--- config.mk ---
export PLATFORM = sky130hd
export DESIGN_NAME = mmc_module_mgmt
export DESIGN_NICKNAME = d
export VERILOG_FILES = /design/src/hdl/mmc_module_mgmt.v /design/src/hdl/mmc_sync.v
export VERILOG_INCLUDE_DIRS = /design/src /design/src/hdl
export SDC_FILE = /design/constraint.sdc
export NUM_CORES = 2
export LEC_CHECK = 0
export BUFFER_PORTS_ARGS = -buffer_cell sky130_fd_sc_hd__clkbuf_2
export CORE_MARGIN = 2
export CORE_UTILIZATION = 35
export CTS_BUF_LIST = sky130_fd_sc_hd__clkbuf_4
export CTS_CLUSTER_DIAMETER = 100
export DETAILED_ROUTE_END_ITERATION = 6
export SETUP_SLACK_MARGIN = 0.2
export SLEW_MARGIN = 20
export SYNTH_ARGS = -nofsm -noshare
export SYNTH_HDL_FRONTEND = slang
export SYNTH_SLANG_ARGS = --single-unit
--- constraint.sdc ---
create_clock -name sysClk -period 7.2 [get_ports sysClk]
set_input_delay 1.08 -clock sysClk [delete_from_list [all_inputs] [get_ports sysClk]]
set_output_delay 1.08 -clock sysClk [all_outputs]
set_load 0.05 [all_outputs]
--- src/hdl/mmc_consts.vh ---
// Constants of the module management and control block.
// Assumes inclusion by bare name from the files under hdl/.
`ifndef MMC_CONSTS_VH
`define MMC_CONSTS_VH

// Clock and timing
`define MMC_CLK_KHZ           40000
`define MMC_TX_SWITCH_MAX_MS  100
`define MMC_INIT_CYC          16

// Two-wire device address, arbitrary default
`define MMC_DEV_ADDR          7'h50

// Memory map, byte addresses
`define MMC_MEM_AW            7
`define MMC_THR_BASE          7'h00
`define MMC_THR_END           7'h28
`define MMC_FLAG_BASE         7'h50
`define MMC_FLAG_BYTES        7'h03
`define MMC_LIVE_BASE         7'h60
`define MMC_LIVE_BYTES        7'h0a

// Two-wire states
`define MMC_ST_IDLE           4'h0
`define MMC_ST_DEV            4'h1
`define MMC_ST_DEVACK         4'h2
`define MMC_ST_ADR            4'h3
`define MMC_ST_ADRACK         4'h4
`define MMC_ST_WR             4'h5
`define MMC_ST_WRACK          4'h6
`define MMC_ST_RD             4'h7
`define MMC_ST_RDACK          4'h8

`endif

--- src/hdl/mmc_module_mgmt.v ---
// Management and control logic of a pluggable optical module: pin
// control, diagnostics memory over the two-wire interface, alarms.
// Assumes pins arrive asynchronous to sys_clk; monitor values come
// from logic on sys_clk. Open-drain pins are modelled as levels.
`default_nettype none
`include "mmc_consts.vh"

module mmc_module_mgmt #(
    parameter [6:0] DEV_ADDR  = `MMC_DEV_ADDR,
    parameter       MEM_DEPTH = 128,
    parameter       INIT_CYC  = `MMC_INIT_CYC
) (
    input  wire        sysClk,
    input  wire        rst_n,
    input  wire        clkEn,
    input  wire        modSelN,
    input  wire        transmitterOffRequest,
    input  wire        powerDownReset,
    input  wire        signalPresent,
    input  wire        thrWriteLock,
    input  wire        scl,
    input  wire        sdaIn,
    output wire        sdaOut,
    output reg         sdaOe,
    input  wire [15:0] tempVal,
    input  wire [15:0] biasVal,
    input  wire [15:0] txPowVal,
    input  wire [15:0] rxPowVal,
    input  wire [15:0] vccVal,
    output reg         interruptN,
    output wire        moduleAbsent,
    output reg         moduleNotReady,
    output reg         receiveSignalLost,
    output reg         laserOn,
    output reg         standby
);

    localparam AW = `MMC_MEM_AW;

    ////////////////////////////////////////////////////////////////////
    // Pin synchronisers and full reset

    wire [5:0] pinSync;
    wire       sclS   = pinSync[0];
    wire       sdaS   = pinSync[1];
    wire       sigS   = pinSync[2];
    wire       selNS  = pinSync[3];
    wire       txOffS = pinSync[4];
    wire       pdS    = pinSync[5];

    // Pins that idle high
    mmc_sync #(.WIDTH(3), .RST_VAL(1'b1)) uSyncHi (
        .sysClk  (sysClk),
        .rstN    (rst_n),
        .clkEn   (clkEn),
        .asyncIn ({signalPresent, sdaIn, scl}),
        .syncOut (pinSync[2:0])
    );

    // Pins that idle low, so no false power-down edge follows reset
    mmc_sync #(.WIDTH(3), .RST_VAL(1'b0)) uSyncLo (
        .sysClk  (sysClk),
        .rstN    (rst_n),
        .clkEn   (clkEn),
        .asyncIn ({powerDownReset, transmitterOffRequest, modSelN}),
        .syncOut (pinSync[5:3])
    );

    reg  sclD_r;
    reg  sdaD_r;
    reg  pdD_r;
    wire sclRise = sclS & ~sclD_r;
    wire sclFall = ~sclS & sclD_r;
    wire startC  = sclS & sclD_r & sdaD_r & ~sdaS;
    wire stopC   = sclS & sclD_r & ~sdaD_r & sdaS;
    wire pdFall  = pdD_r & ~pdS;
    wire rstAll  = ~rst_n | pdFall;

    always @(posedge sysClk) begin
        if (!rst_n) begin
            sclD_r <= 1'b1;
            sdaD_r <= 1'b1;
            pdD_r  <= 1'b0;
        end else if (clkEn) begin
            sclD_r <= sclS;
            sdaD_r <= sdaS;
            pdD_r  <= pdS;
        end
    end

    ////////////////////////////////////////////////////////////////////
    // Pin control: laser, standby, loss of signal, not ready

    reg [15:0] initCnt_r;
    assign moduleAbsent = 1'b0;
    assign sdaOut       = 1'b0;

    always @(posedge sysClk) begin
        if (rstAll) begin
            initCnt_r         <= 16'h0000;
            moduleNotReady    <= 1'b1;
            laserOn           <= 1'b0;
            standby           <= 1'b0;
            receiveSignalLost <= 1'b1;
        end else if (clkEn) begin
            if (initCnt_r != INIT_CYC[15:0])
                initCnt_r <= initCnt_r + 16'h0001;
            moduleNotReady    <= (initCnt_r != INIT_CYC[15:0]);
            standby           <= pdS;
            laserOn           <= ~txOffS & ~pdS;
            receiveSignalLost <= ~sigS;
        end
    end

    ////////////////////////////////////////////////////////////////////
    // Diagnostics memory, live values and range flags

    reg  [7:0]  mem [0:MEM_DEPTH-1];
    wire [79:0] liveVec = {tempVal, biasVal, txPowVal, rxPowVal, vccVal};
    wire [19:0] rangeFlags;
    reg  [23:0] sticky_r;

    function [15:0] thrWord;
        input integer idx;
        begin
            thrWord = {mem[idx], mem[idx + 1]};
        end
    endfunction

    genvar p;
    generate
        for (p = 0; p < 5; p = p + 1) begin : gMon
            wire [15:0] val = liveVec[79 - 16 * p -: 16];
            assign rangeFlags[4 * p + 0] = val > thrWord(8 * p + 0);
            assign rangeFlags[4 * p + 1] = val < thrWord(8 * p + 2);
            assign rangeFlags[4 * p + 2] = val > thrWord(8 * p + 4);
            assign rangeFlags[4 * p + 3] = val < thrWord(8 * p + 6);
        end
    endgenerate

    reg  [AW-1:0] ptr_r;
    reg  [7:0]    rdByte;
    wire [AW-1:0] flagOff = ptr_r - `MMC_FLAG_BASE;
    wire [AW-1:0] liveOff = ptr_r - `MMC_LIVE_BASE;
    wire          inFlag  = ptr_r >= `MMC_FLAG_BASE &&
                            flagOff < `MMC_FLAG_BYTES;
    wire          inLive  = ptr_r >= `MMC_LIVE_BASE &&
                            liveOff < `MMC_LIVE_BYTES;
    wire          inThr   = ptr_r < `MMC_THR_END;
    wire          canWrite = ~inFlag & ~inLive & ~(inThr & thrWriteLock);

    always @* begin
        rdByte = mem[ptr_r];
        if (inFlag)
            rdByte = sticky_r[8 * flagOff[1:0] +: 8];
        else if (inLive)
            rdByte = liveVec[79 - 8 * liveOff[3:0] -: 8];
    end

    ////////////////////////////////////////////////////////////////////
    // Two-wire slave

    reg [3:0] state_r;
    reg [2:0] bitCnt_r;
    reg [7:0] shReg_r;
    reg       ackPh_r;
    reg       rnw_r;
    reg       rdMore_r;
    reg       loadRd;
    reg       clrFlag;

    always @* begin
        loadRd = 1'b0;
        if (sclFall && (state_r == `MMC_ST_DEVACK) && ackPh_r && rnw_r)
            loadRd = 1'b1;
        if (sclFall && (state_r == `MMC_ST_RDACK) && rdMore_r)
            loadRd = 1'b1;
        clrFlag = loadRd & inFlag;
    end

    always @(posedge sysClk) begin
        if (rstAll) begin
            sticky_r <= 24'h000000;
        end else if (clkEn) begin
            // A flag raised in the read cycle survives the clear
            sticky_r <= sticky_r & ~({16'h0000, {8{clrFlag}}}
                        << (8 * flagOff[1:0])) | {4'h0, rangeFlags};
            interruptN <= ~(|sticky_r);
        end
    end

    always @(posedge sysClk) begin
        if (clkEn && state_r == `MMC_ST_WR && sclRise && selNS == 1'b0 &&
            bitCnt_r == 3'h7 && canWrite)
            mem[ptr_r] <= {shReg_r[6:0], sdaS};
    end

    always @(posedge sysClk) begin
        if (rstAll) begin
            state_r  <= `MMC_ST_IDLE;
            bitCnt_r <= 3'h0;
            shReg_r  <= 8'h00;
            ackPh_r  <= 1'b0;
            rnw_r    <= 1'b0;
            rdMore_r <= 1'b0;
            ptr_r    <= {AW{1'b0}};
            sdaOe    <= 1'b0;
        end else if (clkEn) begin
            if (selNS || stopC) begin
                state_r <= `MMC_ST_IDLE;
                sdaOe   <= 1'b0;
            end else if (startC) begin
                state_r  <= `MMC_ST_DEV;
                bitCnt_r <= 3'h0;
                sdaOe    <= 1'b0;
            end else if (loadRd) begin
                state_r  <= `MMC_ST_RD;
                sdaOe    <= ~rdByte[7];
                shReg_r  <= {rdByte[6:0], 1'b0};
                bitCnt_r <= 3'h1;
                ackPh_r  <= 1'b0;
                ptr_r    <= ptr_r + 1'b1;
            end else if (sclRise) begin
                case (state_r)
                    `MMC_ST_DEV, `MMC_ST_ADR, `MMC_ST_WR: begin
                        shReg_r  <= {shReg_r[6:0], sdaS};
                        bitCnt_r <= bitCnt_r + 3'h1;
                        if (bitCnt_r == 3'h7) begin
                            case (state_r)
                                `MMC_ST_DEV: begin
                                    rnw_r <= sdaS;
                                    state_r <= (shReg_r[6:0] == DEV_ADDR) ?
                                        `MMC_ST_DEVACK : `MMC_ST_IDLE;
                                end
                                `MMC_ST_ADR: begin
                                    ptr_r   <= {shReg_r[AW-2:0], sdaS};
                                    state_r <= `MMC_ST_ADRACK;
                                end
                                default: begin
                                    ptr_r   <= ptr_r + 1'b1;
                                    state_r <= `MMC_ST_WRACK;
                                end
                            endcase
                        end
                    end
                    `MMC_ST_RDACK: begin
                        rdMore_r <= ~sdaS;
                        if (sdaS)
                            state_r <= `MMC_ST_IDLE;
                    end
                    default: begin
                        state_r <= state_r;
                    end
                endcase
            end else if (sclFall) begin
                case (state_r)
                    `MMC_ST_DEVACK, `MMC_ST_ADRACK, `MMC_ST_WRACK: begin
                        ackPh_r  <= ~ackPh_r;
                        sdaOe    <= ~ackPh_r;
                        bitCnt_r <= 3'h0;
                        if (ackPh_r)
                            state_r <= (state_r == `MMC_ST_DEVACK) ?
                                `MMC_ST_ADR : `MMC_ST_WR;
                    end
                    `MMC_ST_RD: begin
                        if (bitCnt_r == 3'h0) begin
                            sdaOe    <= 1'b0;
                            rdMore_r <= 1'b0;
                            state_r  <= `MMC_ST_RDACK;
                        end else begin
                            sdaOe    <= ~shReg_r[7];
                            shReg_r  <= {shReg_r[6:0], 1'b0};
                            bitCnt_r <= bitCnt_r + 3'h1;
                        end
                    end
                    default: begin
                        state_r <= state_r;
                    end
                endcase
            end
        end
    end

endmodule

`default_nettype wire

--- src/hdl/mmc_sync.v ---
// Two-flop synchronisers for a group of pins.
// Assumes sys_clk domain, synchronous active-low reset.
`default_nettype none

module mmc_sync #(
    parameter WIDTH   = 1,
    parameter RST_VAL = 1'b0
) (
    input  wire             sysClk,
    input  wire             rstN,
    input  wire             clkEn,
    input  wire [WIDTH-1:0] asyncIn,
    output wire [WIDTH-1:0] syncOut
);

    genvar i;
    generate
        for (i = 0; i < WIDTH; i = i + 1) begin : gSync
            reg stage1_r;
            reg stage2_r;
            always @(posedge sysClk) begin
                if (!rstN) begin
                    stage1_r <= RST_VAL;
                    stage2_r <= RST_VAL;
                end else if (clkEn) begin
                    stage1_r <= asyncIn[i];
                    stage2_r <= stage1_r;
                end
            end
            assign syncOut[i] = stage2_r;
        end
    endgenerate

endmodule

`default_nettype wire
==> results.json <==
{
  "hold_class": "in2reg",
  "placed_area_mm2": 0.0556,
  "clock_skew_ns": 0.122,
  "slowest_stage": "dfxtp_1",
  "r2r-end": "mem[12][0]$_DFFE_PP_",
  "clk_latency_ns": 1.22,
  "synth_edf_count": 1025,
  "yosys.area.top_type": "edfxtp_1",
  "initial_utilization": 0.353,
  "synth_compound_area_frac": 0.0648,
  "grt_setup_unrepaired": "false",
  "cp.arrival_ns": 5.22,
  "ys_types": 70,
  "synthMuxAreaShare": 0.140,
  "fin_setup_tns_ns": 0,
  "ys_ff_latch": 1117,
  "maxSlewViolCount": 0,
  "grt_overflow": 0,
  "grt_pass1_vias": 32900,
  "layout-drive-gt1-share": 0.220,
  "grt_pass1_wl_um": 226000,
  "numClockSinks": 1117,
  "cts_made_buffers": 310,
  "r2r_slack_ns": 2.71,
  "synthAdderAreaFrac": 0.0772,
  "clk_pin_slew_ns": 0.07,
  "synth_seq_area_share": 0.618,
  "period_share": 0.624,
  "synth_top_family_by_area": "multiplexers",
  "relSlewSlack": 0.266,
  "setup_viol": 0,
  "cp_max_fo": 13,
  "fmax_ghz": 0.223,
  "num_rows": 142,
  "status": "completed",
  "floorplan.io_pins": 98,
  "postCtsSetupRepairBufs": 0,
  "synth_top_area_frac": 0.583,
  "clock-root-buffer": "clkbuf_4",
  "tritoncts": "done",
  "via_per_inst": 5.36,
  "cp_slowest_stage_delay_ns": 0.80,
  "cap_violations": 0,
  "nNetsFinal": 4279,
  "final_util": 0.396,
  "synth_xor_area_frac": 0.00265,
  "timing.rr.start": "ptr_r[5]$_SDFFE_PP0P_",
  "crit_path_frequent_cell": "and3_1",
  "path_class": "reg2reg",
  "fin_crit_ns": 4.49,
  "yosys-top-cells-area": "edfxtp_1 58%, mux4_2 11%, ha_1 7.7%, dfxtp_1 3.5%, mux2i_1 2.5%",
  "die_h_um": 392,
  "cts_buffer_depth": 4,
  "vdd_drop_max_mv": 0.121,
  "hold_start": "scl",
  "cp.required_ns": 7.93,
  "post-dp-hpwl_um": 104000,
  "postCtsResizedCells": 0,
  "antenna_found_initial": 5,
  "synth-simple-area-share": 0.0579,
  "grt.total_usage": 0.202,
  "wl_um": 156000,
  "io_buffers": 95,
  "fin_area_mm2": 0.0593,
  "die_w_um": 392,
  "via_count": 32600,
  "ys.flop_type": "edfxtp_1",
  "ys_warn_count": 0,
  "drc_errors": 0,
  "syn_inst": 3496,
  "postCtsHoldBufs": 0,
  "fp.dieArea_mm2": 0.154,
  "p_leak_uw": 0.0212,
  "avgSynthCellArea_um2": 15.1,
  "tightest_slew_ns": 1.10,
  "drt_iter0_drc": 3505,
  "cp-end-kind": "flip-flop",
  "dr.pass1.iters": 6,
  "r2r_cells": 8,
  "async_flop_share": 0,
  "startpoint_type": "flip-flop",
  "netlist_area_mm2": 0.0528,
  "htree_levels": 5,
  "finalHoldViolCount": 0,
  "drt-wirelength-per-cell_um": 25.7,
  "grt_max_degree": 94,
  "total_power_uw": 12800,
  "placeableCoreArea_mm2": 0.150,
  "areaGrowthSynthToFinish_pct": 12.3,
  "powerDensity_mw_per_mm2": 215,
  "cp_cell_sequence": "inv_1 -> ha_1 -> nor4bb_1 -> and3_1 -> nor4_1 -> and3_1 -> nand2_1 -> nor2_1",
  "gp_congestion": 0.922,
  "hold_path_depth": 3,
  "holdPathEnd": "uSyncHi.gSync[0].stage1_r$_SDFFE_PN1P_",
  "ant_nets": 0
}
[kinds of logic (layout without fill, tap and decap cells)]
| family | count (synthesis) | count (layout) |
|---|---|---|
| AOI/OAI and AO/OA | 529 | 529 |
| xor gates and xnor gates | 16 | 16 |
| adders and majority gates | 326 | 326 |
| buffers and inverters | 466 | 965 |
| DFF | 1117 | 1117 |
| muxes | 403 | 403 |
| other | 1 | 76 |
| and+or+nand+nor | 638 | 638 |
[synth_stat cells, types with 5 or more instances]
cell type  count
a31oi_1       10
a211oi_1      26
nor3_1        27
mux2i_1      134
o21ai_0       98
buf_6         16
a21o_1        78
clkbuf_1      41
xnor2_1        6
buf_1         12
a211o_1        8
inv_1        324
nor2_1       236
o21a_1        21
a21oi_1      138
mux4_2       260
xor2_1        10
mux4_1         8
nand3_1       45
o2111ai_1      6
nand2b_1      37
nor4_1        20
nand4_1       53
or3_1          7
ha_1         326
dfxtp_1       92
nor2b_1       47
edfxtp_1    1025
a22oi_1       38
a2111oi_0      7
buf_2         42
nand2_1      122
o22ai_1       25
nor3b_1        5
o31ai_1        5
o211ai_1      34
and2_1        10
and3_1         9
buf_4         25
[critical path, delay by kind of cell (launching register included)]
kind          cells  cell delay [ns]
fa+ha+maj         1             0.33
buf+inv           1             0.18
flops             1             0.80
simple gates      6             2.67
[registers in the layout, indices dropped and copies added, names as in the netlist, 3 cells and up, named ones only]
name                    count
state_r                     4
mem                      1024
uSyncHi.gSync.stage1_r      3
uSyncLo.gSync.stage1_r      3
shReg_r                     8
uSyncLo.gSync.stage2_r      3
bitCnt_r                    3
ptr_r                       7
sticky_r                   24
uSyncHi.gSync.stage2_r      3
initCnt_r                  16
[area by class of cell]
type	count	area, um^2
clock buffer	437	3280
multi-input combinational	1978	18400
sequential	1117	32700
antenna	10	25.0
tap	2016	2520
timing repair buffer	131	820
clock inverter	72	337
fill	13900	90500
inverter	325	1220
[worst max-delay path by stage]
stage | from | end | slack (ns) | cells after the start
6_report | ptr_r[5]$_SDFFE_PP0P_ | mem[12][0]$_DFFE_PP_ | 2.71 | 8
3_5_place_dp | clkEn | mem[38][2]$_DFFE_PP_ | 2.74 | 7
3_3_place_gp | clkEn | mem[115][1]$_DFFE_PP_ | 2.75 | 7
2_1_floorplan | ptr_r[1]$_SDFFE_PP0P_ | mem[94][0]$_DFFE_PP_ | 3.63 | 9
5_1_grt | ptr_r[5]$_SDFFE_PP0P_ | mem[115][0]$_DFFE_PP_ | 2.50 | 8
4_1_cts | ptr_r[2]$_SDFFE_PP0P_ | mem[115][5]$_DFFE_PP_ | 2.83 | 8
[routing by layer]
metal	wire [um]	part of all wire	global-route usage	up-vias
li1	-	-	-	14400
met1	62900	0.40	0.262	16300
met2	75000	0.48	0.331	1597
met3	12700	0.082	0.0429	305
met4	5480	0.035	0.0803	4
met5	26	0.00017	0	-
[report_power, final]
group	switching [uW]	internal, uW
Clock	2580	2820
Sequential	26.1	7010
Combinational	223	113
[layout by cell type, fill, tap and decap left out, drive strengths merged, types with 5 or more instances in the layout]
master   count
edfxtp    1025
clkbuf     532
inv        330
ha         326
mux4       268
nor2       236
a21oi      139
mux2i      134
nand2      122
o21ai      102
dfxtp       92
a21o        78
conb        66
clkinv      65
nand4       53
nor2b       47
nand3       45
a22oi       38
nand2b      37
buf         36
o211ai      34
a211oi      27
nor3        27
o22ai       25
o21a        21
nor4        20
diode       10
and2        10
a31oi       10
xor2        10
a2111oi     10
and3         9
a211o        8
or3          7
xnor2        6
o2111ai      6
nor3b        6
o31ai        5
[metrics by stage]
stage               hold WS, ns  std cells  setup slack, ns
floorplan                 0.430       3561             3.63
global placement          0.456       5566             2.75
detailed placement        0.457       5567             2.74
CTS                      0.0778       6076             2.83
global route              0.107       6084             2.50
finish                    0.163       6086             2.71
No activity file was read; power rests on OpenSTA's default activity.
